===== src/pkg/plx_pkg.sv =====
// package for the link-setup and crossover control block
// assumes one 125 MHz clock and a synchronous active-high reset
package plx_pkg;
  localparam int CLK_MHZ         = 125;
  // resolution settle time in microseconds, cycles derived from the clock
  localparam int SETTLE_US       = 2;
  localparam int SETTLE_CYC      = SETTLE_US * CLK_MHZ;
  // parallel-detect wait for partner code words, microseconds
  localparam int PDET_US         = 50;
  localparam int PDET_CYC        = PDET_US * CLK_MHZ;
  localparam int JUMBO_BYTES     = 16384;

  localparam logic [15:0] PAGE_SEL_VAL   = 16'h2a30;
  localparam logic [15:0] PAGE_STD_VAL   = 16'h0000;
  localparam logic [15:0] XOVR_MASK      = 16'h0018;
  localparam logic [15:0] XOVR_FORCE_STR = 16'h0010;
  localparam logic [15:0] XOVR_FORCE_X   = 16'h0018;
  localparam logic [4:0]  REG_PAGE       = 5'h1f;
  localparam logic [4:0]  REG_XOVR       = 5'h05;
  localparam logic [1:0]  IMP_DEFAULT    = 2'h0;

  typedef enum logic [1:0] {
    PLX_SPD_10, PLX_SPD_100, PLX_SPD_1000, PLX_SPD_RSV
  } plx_speed_t;

  // abilities: {1000 full, 1000 half, 100 full, 100 half, 10 full, 10 half}
  typedef logic [5:0] plx_abil_t;

  typedef struct packed {
    logic       an_enable;
    logic       speed_lsb;
    logic       speed_msb;
    logic       full_duplex;
    logic       auto_xovr_en;
    logic       pol_corr_en;
    logic       mdix_pref;
    logic       xovr_forced_an_off;
    logic [1:0] imp_sel;
  } plx_cfg_t;

  typedef struct packed {
    logic       link_up;
    plx_speed_t speed;
    logic       full_duplex;
    logic       master;
    logic       crossed;
    logic       cd_swap;
    logic [3:0] pol_inv;
    logic       par_detect;
  } plx_stat_t;

  typedef struct packed {
    logic        we;
    logic [4:0]  addr;
    logic [15:0] data;
    logic [15:0] mask;
  } plx_mwr_t;
endpackage


===== src/plx_link_ctrl.sv =====
// link setup: negotiation, forced modes, parallel detect, crossover control
// assumes management writes and media hints arrive as pins from outside
`timescale 1ns/10ps
//
// Behaviour
// (RULE_01) negotiation runs only while the enable bit is set
// (RULE_02) with negotiation off, speed and duplex come from control bits only
// (RULE_03) a non-negotiating partner is speed-matched by parallel detection
// (RULE_04) best common speed, duplex and gigabit master role are resolved
// (RULE_05) optional next pages are exchanged for the attached MAC
// (RULE_06) management forces straight wiring by paged masked write of 0x0010
// (RULE_07) management forces crossed wiring by paged masked write of 0x0018
// (RULE_08) clearing both masked bits returns crossover to control-bit selection
// (RULE_09) auto crossover handles four pair mappings at all speeds
// (RULE_10) each pair's polarity inversion is detected and corrected alone
// (RULE_11) auto crossover and polarity correction default on after reset
// (RULE_12) resolved crossover and polarity appear as status bits
// (RULE_13) with flag clear, auto crossover continues in forced 10/100
// (RULE_14) receive output impedance default target, alternatives selectable
// (RULE_15) MAC side carries 10, 100 and 1000 Mbps
// (RULE_16) jumbo frames up to 16 kB pass at every speed
// (RULE_17) management restores the page register to zero after paged access
module plx_link_ctrl
  import plx_pkg::*;
#(
  parameter int PDET = PDET_CYC
) (
  input  wire logic       CLOCK,
  input  wire logic       SRST,
  input  wire plx_cfg_t   CFG,
  input  wire plx_abil_t  LOCAL_ABIL,
  input  wire plx_mwr_t   MGMT_WR,
  input  wire logic       PARTNER_PAGE_VLD,
  input  wire plx_abil_t  PARTNER_ABIL,
  input  wire logic [15:0] PARTNER_SEED,
  input  wire logic [15:0] LOCAL_SEED,
  input  wire logic       PARTNER_NP_VLD,
  input  wire logic [15:0] PARTNER_NP,
  input  wire logic       LOCAL_NP_VLD,
  input  wire logic [15:0] LOCAL_NP,
  input  wire logic       MEDIA_SIG_10,
  input  wire logic       MEDIA_SIG_100,
  input  wire logic [3:0] MEDIA_RX_PAIR,
  input  wire logic [3:0] MEDIA_PAIR_INV,
  output plx_stat_t       STATUS,
  output logic            AN_ACTIVE,
  output logic [15:0]     NP_TO_MAC,
  output logic            NP_TO_MAC_VLD,
  output logic [15:0]     NP_TO_MEDIA,
  output logic            NP_TO_MEDIA_VLD,
  output logic [1:0]      RX_IMP_SEL,
  output plx_speed_t      MAC_SPEED,
  output logic [14:0]     JUMBO_LIMIT
);
  logic [1:0]  sig10_s, sig100_s;
  logic [3:0]  rxp_s0, rxp_s1, inv_s0, inv_s1;
  logic        in_page_q;
  logic [1:0]  force_q;
  logic        crossed, cd_swap;
  logic [3:0]  pol_inv;
  logic [$clog2(PDET+1)-1:0] pdet_q;
  plx_abil_t   common;
  logic        auto_xovr;

  function automatic plx_speed_t forced_speed(input logic msb, input logic lsb);
    forced_speed = msb ? (lsb ? PLX_SPD_RSV : PLX_SPD_1000) : (lsb ? PLX_SPD_100 : PLX_SPD_10);
  endfunction

  // media pins from outside the clock domain pass two flops
  always_ff @(posedge CLOCK) begin
    sig10_s  <= {sig10_s[0], MEDIA_SIG_10};
    sig100_s <= {sig100_s[0], MEDIA_SIG_100};
    rxp_s0   <= MEDIA_RX_PAIR;
    rxp_s1   <= rxp_s0;
    inv_s0   <= MEDIA_PAIR_INV;
    inv_s1   <= inv_s0;
  end

  // paged crossover override, page must be selected first
  always_ff @(posedge CLOCK) begin
    if (SRST) begin
      in_page_q <= 1'b0;
      force_q   <= 2'h0;
    end else if (MGMT_WR.we) begin
      if (MGMT_WR.addr == REG_PAGE)
        in_page_q <= (MGMT_WR.data == PAGE_SEL_VAL);                   // RULE_17
      else if (in_page_q && MGMT_WR.addr == REG_XOVR && MGMT_WR.mask == XOVR_MASK)
        force_q <= MGMT_WR.data[4:3];                                  // RULE_06 RULE_07 RULE_08
    end
  end

  assign common    = LOCAL_ABIL & PARTNER_ABIL;
  assign auto_xovr = CFG.auto_xovr_en && (CFG.an_enable || !CFG.xovr_forced_an_off); // RULE_11 RULE_13

  plx_xovr #(
    .SETTLE(SETTLE_CYC)
  ) i_plx_xovr (
    .clk        (CLOCK),
    .srst       (SRST),
    .auto_en    (auto_xovr),
    .pol_en     (CFG.pol_corr_en),                                     // RULE_11
    .force_mode (force_q),
    .mdix_pref  (CFG.mdix_pref),
    .rx_on_pair (rxp_s1),
    .pair_inv   (inv_s1),
    .crossed_q  (crossed),
    .cd_swap_q  (cd_swap),
    .pol_inv_q  (pol_inv)
  );

  // speed, duplex and role resolution
  always_ff @(posedge CLOCK) begin
    if (SRST) begin
      STATUS    <= '0;
      AN_ACTIVE <= 1'b0;
      pdet_q    <= '0;
    end else begin
      STATUS.crossed <= crossed;                                       // RULE_12
      STATUS.cd_swap <= cd_swap;                                       // RULE_12
      STATUS.pol_inv <= pol_inv;                                       // RULE_12
      AN_ACTIVE      <= CFG.an_enable;                                 // RULE_01
      if (!CFG.an_enable) begin
        pdet_q             <= '0;
        STATUS.link_up     <= 1'b1;
        STATUS.par_detect  <= 1'b0;
        STATUS.speed       <= forced_speed(CFG.speed_msb, CFG.speed_lsb); // RULE_02
        STATUS.full_duplex <= CFG.full_duplex;                         // RULE_02
        STATUS.master      <= 1'b0;
      end else if (PARTNER_PAGE_VLD) begin
        pdet_q            <= '0;
        STATUS.link_up    <= |common;
        STATUS.par_detect <= 1'b0;
        STATUS.master     <= LOCAL_SEED > PARTNER_SEED;                // RULE_04
        unique casez (common)                                          // RULE_04
          6'b1?????: begin STATUS.speed <= PLX_SPD_1000; STATUS.full_duplex <= 1'b1; end
          6'b01????: begin STATUS.speed <= PLX_SPD_1000; STATUS.full_duplex <= 1'b0; end
          6'b001???: begin STATUS.speed <= PLX_SPD_100;  STATUS.full_duplex <= 1'b1; end
          6'b0001??: begin STATUS.speed <= PLX_SPD_100;  STATUS.full_duplex <= 1'b0; end
          6'b00001?: begin STATUS.speed <= PLX_SPD_10;   STATUS.full_duplex <= 1'b1; end
          default:   begin STATUS.speed <= PLX_SPD_10;   STATUS.full_duplex <= 1'b0; end
        endcase
      end else if (sig100_s[1] || sig10_s[1]) begin
        if (pdet_q == PDET[$bits(pdet_q)-1:0]) begin
          STATUS.link_up     <= 1'b1;
          STATUS.par_detect  <= 1'b1;                                  // RULE_03
          STATUS.speed       <= sig100_s[1] ? PLX_SPD_100 : PLX_SPD_10; // RULE_03
          STATUS.full_duplex <= 1'b0;
          STATUS.master      <= 1'b0;
        end else begin
          pdet_q <= pdet_q + 1'b1;
        end
      end else begin
        pdet_q         <= '0;
        STATUS.link_up <= STATUS.link_up && !STATUS.par_detect;
      end
    end
  end

  // next-page relay between MAC and partner
  always_ff @(posedge CLOCK) begin
    if (SRST) begin
      NP_TO_MAC       <= '0;
      NP_TO_MAC_VLD   <= 1'b0;
      NP_TO_MEDIA     <= '0;
      NP_TO_MEDIA_VLD <= 1'b0;
    end else begin
      NP_TO_MAC_VLD   <= CFG.an_enable && PARTNER_NP_VLD;              // RULE_05
      NP_TO_MEDIA_VLD <= CFG.an_enable && LOCAL_NP_VLD;                // RULE_05
      if (PARTNER_NP_VLD) NP_TO_MAC <= PARTNER_NP;
      if (LOCAL_NP_VLD) NP_TO_MEDIA <= LOCAL_NP;
    end
  end

  // MAC-side speed, impedance target and frame limit
  always_ff @(posedge CLOCK) begin
    if (SRST) begin
      RX_IMP_SEL  <= IMP_DEFAULT;                                      // RULE_14
      MAC_SPEED   <= PLX_SPD_10;
      JUMBO_LIMIT <= '0;
    end else begin
      RX_IMP_SEL  <= CFG.imp_sel;                                      // RULE_14
      MAC_SPEED   <= STATUS.speed;                                     // RULE_15
      JUMBO_LIMIT <= 15'(JUMBO_BYTES - 1);                             // RULE_16
    end
  end
endmodule // plx_link_ctrl


===== src/plx_xovr.sv =====
// pair mapping and polarity detection for the four media pairs
// assumes pair activity and inversion hints already synchronised
`timescale 1ns/10ps
module plx_xovr
  import plx_pkg::*;
#(
  parameter int SETTLE = SETTLE_CYC
) (
  input  wire logic       clk,
  input  wire logic       srst,
  input  wire logic       auto_en,
  input  wire logic       pol_en,
  input  wire logic [1:0] force_mode,
  input  wire logic       mdix_pref,
  input  wire logic [3:0] rx_on_pair,
  input  wire logic [3:0] pair_inv,
  output logic            crossed_q,
  output logic            cd_swap_q,
  output logic [3:0]      pol_inv_q
);
  logic [$clog2(SETTLE+1)-1:0] cnt_q;

  // hunt alternates mappings until receive energy arrives on the expected pair
  always_ff @(posedge clk) begin
    if (srst) begin
      crossed_q <= 1'b0;
      cd_swap_q <= 1'b0;
      cnt_q     <= '0;
    end else if (force_mode == XOVR_FORCE_STR[4:3]) begin
      crossed_q <= 1'b0;
    end else if (force_mode == XOVR_FORCE_X[4:3]) begin
      crossed_q <= 1'b1;
    end else if (!auto_en) begin
      crossed_q <= mdix_pref;
    end else if (rx_on_pair[crossed_q ? 0 : 1]) begin                  // RULE_09
      cnt_q     <= '0;
      cd_swap_q <= rx_on_pair[3] != rx_on_pair[2] && rx_on_pair[crossed_q ? 2 : 3]; // RULE_09
    end else if (cnt_q == SETTLE[$bits(cnt_q)-1:0]) begin
      cnt_q     <= '0;
      crossed_q <= !crossed_q;                                         // RULE_09
    end else begin
      cnt_q <= cnt_q + 1'b1;
    end
  end

  // per-pair inversion, each pair independent
  always_ff @(posedge clk) begin
    if (srst) pol_inv_q <= '0;
    else pol_inv_q <= pol_en ? pair_inv : '0;                          // RULE_10
  end
endmodule // plx_xovr


===== config.mk =====
export PLATFORM = sky130hd
export DESIGN_NAME = plx_link_ctrl
export DESIGN_NICKNAME = d
export VERILOG_FILES = /design/src/pkg/plx_pkg.sv /design/src/plx_link_ctrl.sv /design/src/plx_xovr.sv
export SDC_FILE = /design/constraint.sdc
export NUM_CORES = 1
export LEC_CHECK = 0
export BUFFER_PORTS_ARGS = -buffer_cell sky130_fd_sc_hd__buf_2
export CAP_MARGIN = 20
export CORE_MARGIN = 8
export CORE_UTILIZATION = 50
export DETAILED_ROUTE_END_ITERATION = 8
export PLACE_DENSITY = 0.95
export SKIP_CTS_REPAIR_TIMING = 1
export SYNTH_ARGS = -nofsm -noshare
export SYNTH_HDL_FRONTEND = slang
export SYNTH_HIERARCHICAL = 1
export SYNTH_SLANG_ARGS = --single-unit

===== constraint.sdc =====
create_clock -name CLOCK -period 4.2 [get_ports CLOCK]
set_input_delay 1.05 -clock CLOCK [delete_from_list [all_inputs] [get_ports CLOCK]]
set_output_delay 1.05 -clock CLOCK [all_outputs]
set_load 0.02 [all_outputs]

==> qor.yml <==
holdWs_ps: 335
antenna_found_initial: 0
grt_pass1_wl_um: 19100
cts_buffer_depth: 2
dp.cells: 707
core_um2: 8220
yosys_warnings: 6
fin_skew_ps: 10.6
reg2reg_slack_ps: 2300
drv_slew: 0
syn_area_per_cell_um2: 9.98
cts_tree: "built"
synth.largest_area_cell: "dfxtp_1"
cp-start-kind: "input pin"
r2r_start: "i_plx_xovr/cnt_q[1]"
final_util: 0.661
max-slew-margin-rel: 0.390
async_flop_share: 0
ios: 205
arrival_ps: 3040
place_congestion: 0.846
die_h_um: 108
h-tree-depth: 3
p_clk_frac: 0.324
area_delta_synth_final_pct: 27.8
critical_path_required_ps: 4470
num_vias: 3796
fillers: 648
setup_tns_ps: 0
path_clk_slew_ps: 100
final_cells: 722
grt_pass1_vias: 3990
antennaDiodeCount: 0
overflow: 0
hold_depth: 0
dieWidth_um: 108
grt.total_usage: 0.207
drc_errors: 0
rsz0062_at_grt: "false"
path_max_fanout: 10
synth_common_cells: "102 x dfxtp_1, 56 x nor2_1, 36 x mux2i_1"
worst_pin_slew_ps: 905
portBuffers: 203
dp_hpwl_um: 9930
viasPerCell: 5.26
fin_crit_ps: 2770
peakVddDrop_v: 0.000245
clk_latency_ps: 350
maxCapViolations: 0
combPwrFrac: 0.141
holdCritStartpoint: "rxp_s0[0]"
p_leak_nw: 2.67
post_drt_wl_per_cell_um: 16.8
cts_sinks: 102
finalHoldViolCount: 0
finalCritPeriodShare: 0.661
setup_violations: 0
synth_cell_types: 58
syn-num-nets: 585
multi_input_area_um2: 1950
seqCellArea_um2: 2040
cts_root_buf: "clkbuf_8"
num_rows: 33
hold_end: "rxp_s1[0]"
p_sw_mw: 0.510
dieArea_um2: 11700
ys_seq_elements: 102
grt_start_max_net_pins: 51
path_class: "input pin to flip-flop"
yosysMostFrequentCell: "dfxtp_1"
holdCritPathClass: "flip-flop to flip-flop"
endpoint_kind: "flip-flop"
synthTopCellsByArea: "dfxtp_1 48%, mux2i_1 8.5%, ha_1 5.9%"
netlist_instances: 426
ys.flop_type: "dfxtp_1"
p_int_mw: 1.41
synth_area_um2: 4250
cts_made_buffers: 9
status: "finished clean"
initial_core_util: 0.517
drive_gt1_frac: 0.381
drt_iter0_drc: 200
final_antenna_net_count: 0
powerDensity_nw_per_um2: 353
seqPwrFrac: 0.535
swShare: 0.266
r2r_cells: 4
final_nets: 772
firstDrtPassIters: 4
timing.rr.end: "i_plx_xovr/cnt_q[6]"
max_clock_freq_ghz: 0.360
synth_edf_count: 0
wl_um: 12200
netlist.area_leader.share: 0.480
synth_seq_area_share: 0.480
==> critical path: stages <==
cell	delay [ps]
buf_2	150
inv_1	140
a21boi_0	530
nand2b_1	350
or4_4	600
a221oi_2	230
==> flip-flops by register name (all words and copies together) (netlist names), 8 cells and up <==
name,count
NP_TO_MEDIA,16
i_plx_xovr/cnt_q,8
NP_TO_MAC,16
STATUS,12
pdet_q,13
==> worst max path at each step <==
stage	to	start	slack, ps	cells past startpoint
after global routing	i_plx_xovr/cnt_q[5]	CFG[9]	1260	6
after floorplan	i_plx_xovr/cnt_q[5]	CFG[9]	1650	6
after CTS	i_plx_xovr/cnt_q[5]	CFG[9]	1480	6
after detailed placement	i_plx_xovr/cnt_q[5]	CFG[9]	1130	6
final	i_plx_xovr/cnt_q[5]	CFG[9]	1430	6
after global placement	i_plx_xovr/cnt_q[5]	CFG[9]	1230	6
==> layout by cell type (no fill, tap or decap), types with 3 or more instances in the layout <==
cell / n
nand3b_1: 4
a221oi_2: 3
dfxtp_1: 102
o21ai_0: 6
a21oi_1: 15
nand4_1: 7
and2_1: 4
nor2_1: 56
inv_1: 22
mux2i_1: 36
and3_1: 6
nand3_1: 9
ha_1: 20
a211oi_1: 3
clkbuf_8: 9
inv_6: 3
nor2b_1: 15
buf_2: 203
xor2_1: 10
nand2_1: 22
o31ai_1: 3
nor4_1: 5
nor4b_1: 4
a221oi_1: 4
==> logic make-up after synthesis <==
family	after synthesis	synth area share
compound gates	53	0.0924
xor+xnor	12	0.0247
fa+ha+maj	20	0.0589
buf+inv	50	0.0600
flops	102	0.480
mux	36	0.0848
other cells	1	0.000882
simple gates	152	0.198
==> through the flow <==
step / setup slack, ps / instance area, um2 / total power [mW]
global route: 1260 / 5430 / 2.01
global placement: 1230 / 5230 / 1.31
floorplan: 1650 / 4250 / 1.20
detailed placement: 1130 / 5230 / 1.32
CTS: 1480 / 5430 / 1.94
finish: 1430 / 5430 / 1.92
==> power by group through the flow <==
stage	Sequential (mW)	Clock [mW]	Combinational (mW)
final	1.03	0.621	0.271
after global routing	1.03	0.685	0.295
after CTS	1.03	0.635	0.272
after detailed placement	1.05	0	0.271
after global placement	1.05	0	0.260
after floorplan	1.08	0	0.123
==> layout make-up <==
class	count	share of cell area
repair buffers	204	0.188
well taps	105	0.0242
clock buffers	9	0.0228
multi-input cells	274	0.360
inverters	22	0.0152
clock inverters	6	0.0138
flip-flops and latches	102	0.376
==> per-layer routing <==
| metal | part of all wire | vias up | track usage |
|---|---|---|---|
| li1 | - | 1840 | - |
| met1 | 0.36 | 1748 | 0.204 |
| met2 | 0.52 | 177 | 0.372 |
| met3 | 0.090 | 31 | 0.0779 |
| met4 | 0.031 | 0 | 0.100 |
| met5 | 0 | - | 0 |
(Power assumes the default switching activity.)
